### config.mk
export PLATFORM = sky130hd
export DESIGN_NAME = fso_status_one
export DESIGN_NICKNAME = d
export VERILOG_FILES = /design/src/fso_pkg.sv /design/src/fso_link_if.sv /design/src/fso_spi_shift.sv /design/src/fso_status_one.sv /design/src/fso_sync.sv
export SDC_FILE = /design/constraint.sdc
export NUM_CORES = 1
export LEC_CHECK = 0
export ABC_AREA = 1
export BUFFER_PORTS_ARGS = -buffer_cell sky130_fd_sc_hd__buf_2
export CAP_MARGIN = 20
export CELL_PAD_IN_SITES_DETAIL_PLACEMENT = 0
export CELL_PAD_IN_SITES_GLOBAL_PLACEMENT = 1
export CORE_MARGIN = 1.5
export CORE_UTILIZATION = 46
export CTS_BUF_LIST = sky130_fd_sc_hd__clkbuf_8
export DETAILED_ROUTE_END_ITERATION = 10
export PLACE_DENSITY_LB_ADDON = 0.1
export SETUP_SLACK_MARGIN = 0.2
export SKIP_LAST_GASP = 1
export SLEW_MARGIN = 10
export SYNTH_ARGS = -nofsm -noshare
export SYNTH_HDL_FRONTEND = slang
export SYNTH_SLANG_ARGS = --single-unit
### constraint.sdc
create_clock -name clk -period 4.1 [get_ports clk]
set_input_delay 0 -clock clk [delete_from_list [all_inputs] [get_ports clk]]
set_output_delay 0 -clock clk [all_outputs]
set_load 0.005 [all_outputs]
### src/fso_pkg.sv
// Purpose: Shared constants, opcodes and types for the status one block.
// Assumes: Single-bit serial link, 3-byte register addresses.
// Notes:   Array program and erase opcodes are defaults for the engine.
package fso_pkg;

  localparam logic [7:0] OP_WRR    = 8'h01;
  localparam logic [7:0] OP_WRITE_DISABLE_CMD   = 8'h04;
  localparam logic [7:0] OP_RD_SR1 = 8'h05;
  localparam logic [7:0] OP_WRITE_ENABLE_CMD   = 8'h06;
  localparam logic [7:0] OP_RD_SR2 = 8'h07;
  localparam logic [7:0] OP_CLEAR_STATUS_CMD   = 8'h30;
  localparam logic [7:0] OP_READ_CONFIG_ONE_CMD  = 8'h35;
  localparam logic [7:0] OP_READ_ANY_REGISTER_CMD   = 8'h65;
  localparam logic [7:0] OP_RESET_ARM_CMD  = 8'h66;
  localparam logic [7:0] OP_WRITE_ANY_REGISTER_CMD   = 8'h71;
  localparam logic [7:0] OP_EPS    = 8'h75;
  localparam logic [7:0] OP_RST    = 8'h99;
  localparam logic [7:0] OP_PP     = 8'h02;
  localparam logic [7:0] OP_SE     = 8'hD8;
  localparam logic [7:0] OP_P4E    = 8'h20;
  localparam logic [7:0] OP_CE     = 8'h60;

  localparam int SR1_LOCK  = 7;
  localparam int SR1_TB    = 5;
  localparam int SR1_BP_HI = 4;
  localparam int SR1_BP_LO = 2;
  localparam int SR1_WEL   = 1;
  localparam int SR1_BUSY  = 0;
  localparam int SR2_EERR  = 6;
  localparam int SR2_PERR  = 5;
  localparam int SR2_ES    = 1;

  localparam int          ADDR_BYTES = 3;
  localparam logic [23:0] ADDR_STATUS_ONE_VOLATILE  = 24'h80_0000;
  localparam logic [22:0] GROUP_SPAN = 23'h00_0006;

  typedef enum logic [2:0] {
    ST_IDLE, ST_OP, ST_ADDR, ST_DATA, ST_READ, ST_SKIP
  } fso_state_t;

  function automatic logic fso_is_erase(input logic [7:0] op);
    fso_is_erase = (op == OP_SE) || (op == OP_P4E) || (op == OP_CE);
  endfunction : fso_is_erase

  function automatic logic fso_is_array(input logic [7:0] op);
    fso_is_array = (op == OP_PP) || fso_is_erase(op);
  endfunction : fso_is_array

endpackage : fso_pkg

### src/fso_link_if.sv
// Purpose: Byte-level carrier between the serial shifter and the core.
// Assumes: All signals on the core clock.
// Notes:   Strobes are one-cycle pulses.
`timescale 1ns/10ps
interface fso_link_if;
  logic       byte_valid;
  logic [7:0] rx_byte;
  logic       frame_start;
  logic       frame_end;
  logic [7:0] tx_byte;
  logic       tx_en;

  modport shifter (output byte_valid, rx_byte, frame_start, frame_end,
                   input  tx_byte, tx_en);
  modport core    (input  byte_valid, rx_byte, frame_start, frame_end,
                   output tx_byte, tx_en);
endinterface : fso_link_if

### src/fso_spi_shift.sv
// Purpose: Mode 0 serial shifter, sampled by the core clock.
// Assumes: Inputs already synchronised; serial clock well below clk/4.
// Notes:   Output bits change on the falling serial clock edge.
`timescale 1ns/10ps
module fso_spi_shift (
  input  wire logic   clk,
  input  wire logic   rst,
  input  wire logic   sclk_s,
  input  wire logic   cs_n_s,
  input  wire logic   si_s,
  output logic        so,
  output logic        so_oe,
  fso_link_if.shifter link
);
  logic       sclk_d_r;
  logic       cs_d_r;
  logic [2:0] bit_cnt_r;
  logic [7:0] sh_r;
  logic [7:0] tx_sh_r;
  logic       rise;
  logic       fall;
  logic       act;

  assign rise  = sclk_s & ~sclk_d_r;
  assign fall  = ~sclk_s & sclk_d_r;
  assign act   = ~cs_n_s;
  assign so    = tx_sh_r[7];
  assign so_oe = link.tx_en & act;

  always_ff @(posedge clk or posedge rst)
  begin
    if (rst)
    begin
      sclk_d_r         <= 1'b0;
      cs_d_r           <= 1'b1;
      link.frame_start <= 1'b0;
      link.frame_end   <= 1'b0;
    end
    else
    begin
      sclk_d_r         <= sclk_s;
      cs_d_r           <= cs_n_s;
      link.frame_start <= ~cs_n_s & cs_d_r;
      link.frame_end   <= cs_n_s & ~cs_d_r;
    end
  end

  always_ff @(posedge clk or posedge rst)
  begin
    if (rst)
    begin
      bit_cnt_r       <= 3'h0;
      sh_r            <= 8'h00;
      link.rx_byte    <= 8'h00;
      link.byte_valid <= 1'b0;
    end
    else
    begin
      link.byte_valid <= 1'b0;
      if (!act)
        bit_cnt_r <= 3'h0;
      else if (rise)
      begin
        sh_r      <= {sh_r[6:0], si_s};
        bit_cnt_r <= bit_cnt_r + 3'h1;
        if (bit_cnt_r == 3'h7)
        begin
          link.rx_byte    <= {sh_r[6:0], si_s};
          link.byte_valid <= 1'b1;
        end
      end
    end
  end

  // Load at a byte boundary so a read answer starts with its top bit.
  always_ff @(posedge clk or posedge rst)
  begin
    if (rst)
      tx_sh_r <= 8'h00;
    else if (act && fall)
      tx_sh_r <= (bit_cnt_r == 3'h0) ? link.tx_byte : {tx_sh_r[6:0], 1'b0};
  end
endmodule : fso_spi_shift

### src/fso_status_one.sv
// Purpose: Volatile status register one, write latch, busy and gating.
// Assumes: Embedded engine reports op_done or op_fail once per op_start.
// Notes:   Non-volatile copies live outside and arrive on nv_status_one.
`timescale 1ns/10ps
// Notes on behaviour
// - Opcode 05h returns the eight status one bits.
// - Lock set and protect pin low: ignore writes to status/config.
// - Lock clear: protect pin ignored, registers writable.
// - Protect pin never blocks writes to other registers.
// - Lock and reference bits follow writes to their non-volatile copies.
// - Quad protocol or quad data mode forces protect pin high.
// - Reference bit: 0 protects from top, 1 from address zero.
// - Bits 4 to 2 select the array part guarded against writes.
// - Program, register write or erase starts only with latch set.
// - Write enable 06h sets the write enable latch.
// - Write disable clears the latch, blocking later modifying commands.
// - Successful completion clears the latch; failure leaves it set.
// - Any reset loads the latch from its non-volatile default.
// - Register writes leave the latch alone; enable, disable, clear alter.
// - Busy bit is 1 while an operation runs, 0 when ready.
// - While busy only status, config, any-read, suspend, clear, reset.
// - Erase suspend only taken while an array operation runs.
// - Error flags keep busy high until clear-status arrives.
// - Busy bit is read-only, untouched by register writes.
// - Any reset copies non-volatile values into volatile bits.
// - Clear-status resets erase and program error flags.
module fso_status_one
  import fso_pkg::*;
#(
  parameter logic [7:0] OP_READ_CONFIG_TWO_CMD = 8'h3F,
  parameter logic [7:0] OP_READ_CONFIG_THREE_CMD = 8'h3E
) (
  input  wire logic  clk,
  input  wire logic  rst,
  input  wire logic  spi_sclk,
  input  wire logic  spi_cs_n,
  input  wire logic  spi_si,
  input  wire logic  wp_n,
  output logic       spi_so,
  output logic       spi_so_oe,
  input  wire logic [7:0] nv_status_one,
  input  wire logic  nv_update,
  input  wire logic  quad_protocol_mode,
  input  wire logic  quad_data_mode,
  input  wire logic  array_op_active,
  input  wire logic  erase_suspended,
  input  wire logic  op_done,
  input  wire logic  op_fail,
  output logic       op_start,
  output logic [7:0] op_code,
  output logic       suspend_req,
  output logic       soft_reset,
  output logic [7:0] status_one_volatile,
  output logic [7:0] status_two,
  output logic       reg_locked,
  output logic [2:0] block_protect,
  output logic       protect_from_top
);
  fso_link_if link ();

  logic [2:0]  pins_s;
  logic        wp_s;
  fso_state_t  state_r;
  logic [7:0]  opc_r;
  logic [23:0] addr_r;
  logic [1:0]  addr_cnt_r;
  logic [7:0]  data_r;
  logic        have_data_r;
  logic        exec_ok_r;
  logic        load_r;
  logic        armed_r;
  logic        lock_r;
  logic        tb_r;
  logic [2:0]  bp_r;
  logic        wel_r;
  logic        running_r;
  logic        erase_op_r;
  logic        perr_r;
  logic        eerr_r;
  logic        busy;
  logic        wp_int;
  logic        exec;
  logic        in_group;
  logic        wr_ok;
  logic        write_any_register_cmd_ok;
  logic        start_ok;
  logic        busy_ok;

  fso_sync #(.W(3), .RST_VAL(3'h2)) u_pin_sync (
    .clk (clk),
    .rst (rst),
    .d   ({spi_sclk, spi_cs_n, spi_si}),
    .q   (pins_s)
  );

  fso_sync #(.W(1), .RST_VAL(1'b1)) u_wp_sync (
    .clk (clk),
    .rst (rst),
    .d   (wp_n),
    .q   (wp_s)
  );

  fso_spi_shift u_shift (
    .clk    (clk),
    .rst    (rst),
    .sclk_s (pins_s[2]),
    .cs_n_s (pins_s[1]),
    .si_s   (pins_s[0]),
    .so     (spi_so),
    .so_oe  (spi_so_oe),
    .link   (link)
  );

  // In quad modes the protect pin carries data, so it cannot lock.
  assign wp_int     = wp_s | quad_protocol_mode | quad_data_mode;
  assign reg_locked = lock_r & ~wp_int;
  assign busy       = running_r | perr_r | eerr_r;
  assign exec       = link.frame_end & exec_ok_r;
  assign in_group   = addr_r[22:0] < GROUP_SPAN;
  assign wr_ok      = wel_r & ~reg_locked & have_data_r;
  assign write_any_register_cmd_ok    = wel_r & have_data_r
                      & (~reg_locked | ~in_group);
  assign start_ok   = (opc_r == OP_WRR) ? wr_ok :
                      (opc_r == OP_WRITE_ANY_REGISTER_CMD) ? write_any_register_cmd_ok :
                      (fso_is_array(opc_r) & wel_r);

  assign status_one_volatile = {lock_r, 1'b0, tb_r, bp_r, wel_r, busy};
  assign status_two          = {1'b0, eerr_r, perr_r, 3'h0,
                                erase_suspended, 1'b0};
  assign block_protect       = bp_r;
  assign protect_from_top    = ~tb_r;

  always_comb
  begin
    unique case (link.rx_byte)
      OP_RD_SR1, OP_RD_SR2, OP_READ_ANY_REGISTER_CMD, OP_EPS, OP_CLEAR_STATUS_CMD,
      OP_READ_CONFIG_ONE_CMD, OP_READ_CONFIG_TWO_CMD, OP_READ_CONFIG_THREE_CMD, OP_RESET_ARM_CMD, OP_RST:
        busy_ok = 1'b1;
      default:
        busy_ok = 1'b0;
    endcase
  end

  // Frame decode; the command itself acts when chip select rises.
  always_ff @(posedge clk or posedge rst)
  begin
    if (rst)
    begin
      state_r     <= ST_IDLE;
      opc_r       <= 8'h00;
      addr_r      <= 24'h00_0000;
      addr_cnt_r  <= 2'h0;
      data_r      <= 8'h00;
      have_data_r <= 1'b0;
      exec_ok_r   <= 1'b0;
    end
    else if (link.frame_start)
    begin
      state_r     <= ST_OP;
      have_data_r <= 1'b0;
      exec_ok_r   <= 1'b0;
      addr_cnt_r  <= 2'h0;
    end
    else if (link.frame_end)
    begin
      state_r   <= ST_IDLE;
      exec_ok_r <= 1'b0;
    end
    else if (link.byte_valid)
    begin
      unique case (state_r)
        ST_OP:
        begin
          opc_r     <= link.rx_byte;
          exec_ok_r <= ~busy | busy_ok;
          if (busy && !busy_ok)
            state_r <= ST_SKIP;
          else if (link.rx_byte == OP_RD_SR1 ||
                   link.rx_byte == OP_RD_SR2)
            state_r <= ST_READ;
          else if (link.rx_byte == OP_WRR)
            state_r <= ST_DATA;
          else if (link.rx_byte == OP_WRITE_ANY_REGISTER_CMD)
            state_r <= ST_ADDR;
          else
            state_r <= ST_SKIP;
        end
        ST_ADDR:
        begin
          addr_r     <= {addr_r[15:0], link.rx_byte};
          addr_cnt_r <= addr_cnt_r + 2'h1;
          if (addr_cnt_r == 2'(ADDR_BYTES - 1))
            state_r <= ST_DATA;
        end
        ST_DATA:
        begin
          data_r      <= link.rx_byte;
          have_data_r <= 1'b1;
          state_r     <= ST_SKIP;
        end
        ST_IDLE, ST_READ, ST_SKIP:
          state_r <= state_r;
      endcase
    end
  end

  // Status reads repeat the live value for as long as the clock runs.
  always_ff @(posedge clk or posedge rst)
  begin
    if (rst)
    begin
      link.tx_byte <= 8'h00;
      link.tx_en   <= 1'b0;
    end
    else
    begin
      link.tx_en   <= (state_r == ST_READ);
      link.tx_byte <= (opc_r == OP_RD_SR2) ? status_two
                                           : status_one_volatile;
    end
  end

  // Reset load is taken one clock after release, never from a port.
  always_ff @(posedge clk or posedge rst)
  begin
    if (rst)
    begin
      load_r     <= 1'b1;
      armed_r    <= 1'b0;
      soft_reset <= 1'b0;
    end
    else
    begin
      soft_reset <= 1'b0;
      load_r     <= 1'b0;
      if (exec)
      begin
        armed_r <= (opc_r == OP_RESET_ARM_CMD);
        if (armed_r && opc_r == OP_RST)
        begin
          load_r     <= 1'b1;
          soft_reset <= 1'b1;
        end
      end
    end
  end

  always_ff @(posedge clk or posedge rst)
  begin
    if (rst)
    begin
      lock_r <= 1'b0;
      tb_r   <= 1'b0;
      bp_r   <= 3'h0;
    end
    else if (load_r)
    begin
      lock_r <= nv_status_one[SR1_LOCK];
      tb_r   <= nv_status_one[SR1_TB];
      bp_r   <= nv_status_one[SR1_BP_HI:SR1_BP_LO];
    end
    else if (exec && start_ok &&
             (opc_r == OP_WRR ||
              (opc_r == OP_WRITE_ANY_REGISTER_CMD && addr_r == ADDR_STATUS_ONE_VOLATILE)))
    begin
      lock_r <= data_r[SR1_LOCK];
      tb_r   <= data_r[SR1_TB];
      bp_r   <= data_r[SR1_BP_HI:SR1_BP_LO];
    end
    else if (nv_update)
    begin
      lock_r <= nv_status_one[SR1_LOCK];
      tb_r   <= nv_status_one[SR1_TB];
    end
  end

  always_ff @(posedge clk or posedge rst)
  begin
    if (rst)
      wel_r <= 1'b0;
    else if (load_r)
      wel_r <= nv_status_one[SR1_WEL];
    else if (exec && opc_r == OP_WRITE_ENABLE_CMD)
      wel_r <= 1'b1;
    else if (exec && (opc_r == OP_WRITE_DISABLE_CMD || opc_r == OP_CLEAR_STATUS_CMD))
      wel_r <= 1'b0;
    else if (running_r && op_done && !op_fail)
      wel_r <= 1'b0;
  end

  always_ff @(posedge clk or posedge rst)
  begin
    if (rst)
    begin
      running_r  <= 1'b0;
      erase_op_r <= 1'b0;
      op_start   <= 1'b0;
      op_code    <= 8'h00;
    end
    else
    begin
      op_start <= 1'b0;
      if (soft_reset)
        running_r <= 1'b0;
      else if (exec && start_ok)
      begin
        running_r  <= 1'b1;
        erase_op_r <= fso_is_erase(opc_r);
        op_start   <= 1'b1;
        op_code    <= opc_r;
      end
      else if (op_done || op_fail)
        running_r <= 1'b0;
    end
  end

  // A failure in the same cycle as clear-status survives it.
  always_ff @(posedge clk or posedge rst)
  begin
    if (rst)
    begin
      perr_r <= 1'b0;
      eerr_r <= 1'b0;
    end
    else if (running_r && op_fail)
    begin
      eerr_r <= eerr_r | erase_op_r;
      perr_r <= perr_r | ~erase_op_r;
    end
    else if (soft_reset || (exec && opc_r == OP_CLEAR_STATUS_CMD))
    begin
      perr_r <= 1'b0;
      eerr_r <= 1'b0;
    end
  end

  always_ff @(posedge clk or posedge rst)
  begin
    if (rst)
      suspend_req <= 1'b0;
    else
      suspend_req <= exec && opc_r == OP_EPS && array_op_active;
  end
endmodule : fso_status_one

### src/fso_sync.sv
// Purpose: Two-stage synchroniser for pin levels.
// Assumes: Inputs are asynchronous to clk.
// Notes:   The first stage feeds only the second.
`timescale 1ns/10ps
module fso_sync #(
  parameter int         W       = 1,
  parameter logic [W-1:0] RST_VAL = '0
) (
  input  wire logic         clk,
  input  wire logic         rst,
  input  wire logic [W-1:0] d,
  output logic      [W-1:0] q
);
  logic [W-1:0] meta_r;

  always_ff @(posedge clk or posedge rst)
  begin
    if (rst)
    begin
      meta_r <= RST_VAL;
      q      <= RST_VAL;
    end
    else
    begin
      meta_r <= d;
      q      <= meta_r;
    end
  end
endmodule : fso_sync

==> flow_summary_export.csv <==
group,metric,value,unit
sta,maxSlewHeadroom,33.3,%
detailed_routing,vias,3960,
critical_path,critPathMostFrequentCell,"nand2_1",
global_routing,grt_max_degree,80,
critical_path,path_class,"flop to flop",
power_and_ir_drop,power.density,395,mW/mm^2
run,max_cap_viol_count,0,
sta,period_minus_slack,2.89,ns
global_routing,grt_usage,20.0,%
floorplanning,die_x,108,um
power_and_ir_drop,p_int,1.85,mW
placed_design,gp_congestion,0.835,
critical_path,arrival,3.20,ns
floorplanning,io_pins,55,
final_layout,layout_common_cells,"nand2_1 (149), dfrtp_1 (109), inv_1 (71)",
sta,grt_setup_unrepaired,"false",
power_and_ir_drop,p_clk_share,44.0,%
floorplanning,core_area,0.0108,mm^2
power_and_ir_drop,ir_worst_vdd,0.000268,V
detailed_routing,ant_nets,0,
sta,skew,0.00594,ns
synthesis,syn_area,0.00509,mm^2
synthesis,synth-main-ff-cell,"dfrtp_1",
synthesis,yosysWarnings,0,
synthesis,ys_types,37,
sta,whs,0.167,ns
sta,finalHoldViolCount,0,
cts,htree_levels,4,
floorplanning,floorplan.initialDensity,47.1,%
power_and_ir_drop,seq_power_share,50.8,%
synthesis,ys_seq_area_share,56.7,%
floorplanning,die_y,108,um
final_layout,antenna-diode-count,0,
critical_path,end_kind,"flop",
sta,max_freq,0.346,GHz
final_layout,finalNetCount,679,
detailed_routing,viasPerCell,4.91,
critical_path,startpoint_type,"flop",
cts,cts_resized,0,
detailed_routing,drc,0,
critical_path,crit_chain,"inv_2 -> nand2_1 -> nor2_1 -> nand2_1 -> o21ai_2 -> nor2_2 -> nor2_4 -> nand2_1 -> nor2_2 -> nand3_1 -> nand3_1 -> dlygate4sd3_1 -> nand2_1 -> dlygate4sd3_1",
cts,numCtsBuffers,17,
critical_path,cp_max_fo,6,
synthesis,syn_inst,587,
synthesis,synth-seq-cells,115,
critical_path,worst-path-buf-inv,3,
final_layout,drive_gt1_share,16.8,%
cts,worst_skew_pair.late_latency,0.43,ns
synthesis,syn_area_per_cell,8.66,um^2
synthesis,synth_edf_count,0,
detailed_routing,initialDrtViolationCount,205,
outcome,status,"complete, no violations",
final_layout,fin_cells,807,
floorplanning,rows,38,
cts,path_clk_slew,0.07,ns
critical_path,critPathMaxStageDelay,0.55,ns
sta,period_share,70.5,%
detailed_routing,firstDrtPassIters,5,
detailed_routing,avgRoutedWirePerCell,13.2,um
power_and_ir_drop,p_switching,522,uW
sta,finalSetupTns,0,ns
sta,setup_violations,0,
cts,clockBufferDepth,2,
power_and_ir_drop,switching_share,22.0,%
cts,cts.sinks,115,
global_routing,antenna_found_initial,0,
power_and_ir_drop,leakage,2.91,nW
min_path,hp-class,"primary input to asynchronous set/reset pin",
final_layout,layout_commonest_cell,"nand2_1",
final_layout,area_growth,17.8,%
power_and_ir_drop,p_comb_share,5.1,%
detailed_routing,wirelength,10.6,mm
global_routing,overflow,0,
sta,worstMarginPinSlew,0.995,ns
cts,cts_root_buf,"clkbuf_8",
placed_design,place_inst,753,
critical_path,cpMaxStageDelayCell,"dlygate4sd3_1",
cts,postCtsSetupBuffers,0,
critical_path,cp.required,4.41,ns
critical_path,critical-path-top-delay-family,"buffers and inverters",
global_routing,grt_pass1_wl,17.6,mm
sta,maxSlewViolCount,0,
placed_design,portBuffers,46,
cts,postCtsHoldBufs,21,
synthesis,synth-async-reset-ratio,100,%
global_routing,grt_pass1_vias,3718,
floorplanning,dieArea,0.0117,mm^2
placed_design,dp_slack,2.02,ns
placed_design,dpl.hpwl,7.34,mm
sta,final.setup.worst_slack,1.21,ns
cts,cts_tree,"built",
==> power groups by stage <==
stage / registers, mW / clock network, mW / logic (mW)
global placement: 1.22 / 0 / 0.105
detailed placement: 1.22 / 0 / 0.106
CTS: 1.20 / 1.07 / 0.123
global route: 1.21 / 1.12 / 0.142
finish: 1.20 / 1.04 / 0.122
floorplan: 1.22 / 0 / 0.0789
==> worst reg2reg max path, cell delays in order, from the launching register on <==
cell	delay, ns
dfrtp_1	0.45
inv_2	0.12
nand2_1	0.05
nor2_1	0.16
nand2_1	0.16
o21ai_2	0.09
nor2_2	0.06
nor2_4	0.13
nand2_1	0.09
nor2_2	0.13
nand3_1	0.11
nand3_1	0.09
dlygate4sd3_1	0.55
nand2_1	0.04
dlygate4sd3_1	0.54
==> flip-flops by register name, summed over array words and instances, names as in the netlist, 2 cells and up <==
name                  cells
u_shift.tx_sh_r           8
link.tx_byte              8
u_shift.sh_r              7
u_shift.link.rx_byte      8
state_r                   3
u_shift.bit_cnt_r         3
u_pin_sync.meta_r         3
opc_r                     8
addr_cnt_r                2
addr_r                   24
data_r                    5
op_code                   8
u_pin_sync.q              3
block_protect             3
==> final cells by class <==
type	instances	area [um^2]
Inverter	80	303
Clock buffer	26	358
Tap cell	140	175
Clock inverter	6	51.3
Multi-Input combinational cell	371	1750
Timing Repair Buffer	69	468
Fill cell	995	4800
Sequential cell	115	2890
==> final timing paths <==
check,endpoint,slack (ns),start,cells after the start
min in group clk,u_pin_sync.meta_r[0]$_DFF_PP0_,0.21,spi_si,2
min reg2reg,u_pin_sync.q[0]$_DFF_PP0_,0.35,u_pin_sync.meta_r[0]$_DFF_PP0_,0
min,op_code[4]$_DFFE_PP0P_,0.17,rst,3
max in group asynchronous,u_wp_sync.meta_r$_DFF_PP1_,3.04,rst,4
max reg2reg,tb_r$_DFFE_PP0P_,1.21,opc_r[7]$_DFFE_PP0P_,14
max,tb_r$_DFFE_PP0P_,1.21,opc_r[7]$_DFFE_PP0P_,14
==> cell families after synthesis <==
| group | Yosys count | synth area share, % |
|---|---|---|
| AND/OR/NAND/NOR | 269 | 22.6 |
| flip-flops | 115 | 56.7 |
| buffers and inverters | 106 | 9.20 |
| AO/OA/AOI/OAI | 89 | 9.82 |
| adder cells (fa/ha/maj) | 4 | 0.984 |
| multiplexers | 3 | 0.615 |
| other | 1 | 0.0737 |
==> routing by layer <==
metal	routed length, um	GRT usage, %	part of all wire, %	up-vias
met4	175	7.80	1.6	0
met2	5030	31.1	47	80
met3	455	6.27	4.3	12
li1	-	-	-	1984
met1	4960	26.1	47	1884
met5	0	0	0	-
==> through the flow <==
step | cell area (um^2) | util [%] | total power, mW
final | 5990 | 55.5 | 2.37
after global routing | 5990 | 55.5 | 2.47
after CTS | 5970 | 55.3 | 2.40
after detailed placement | 5350 | 49.6 | 1.33
after global placement | 5350 | 49.6 | 1.33
after floorplan | 5100 | - | 1.30
==> cells in the mapped netlist (6+ instances only) <==
cell        n  area [um^2]
nor3_1      6         30.0
nand3_1    33          165
dfstp_2     6          158
buf_4      16          120
clkbuf_1    7         26.3
o21ai_1    12         60.1
a21oi_1     8         40.0
nand4_1     6         37.5
dfrtp_1   109         2730
o21ai_0    47          235
nor2_1     59          221
a31oi_1     7         43.8
o21ai_2     7         61.3
inv_1      69          259
inv_2       9         33.8
nand2_1   149          559
Power figures use the tool's default switching activity.
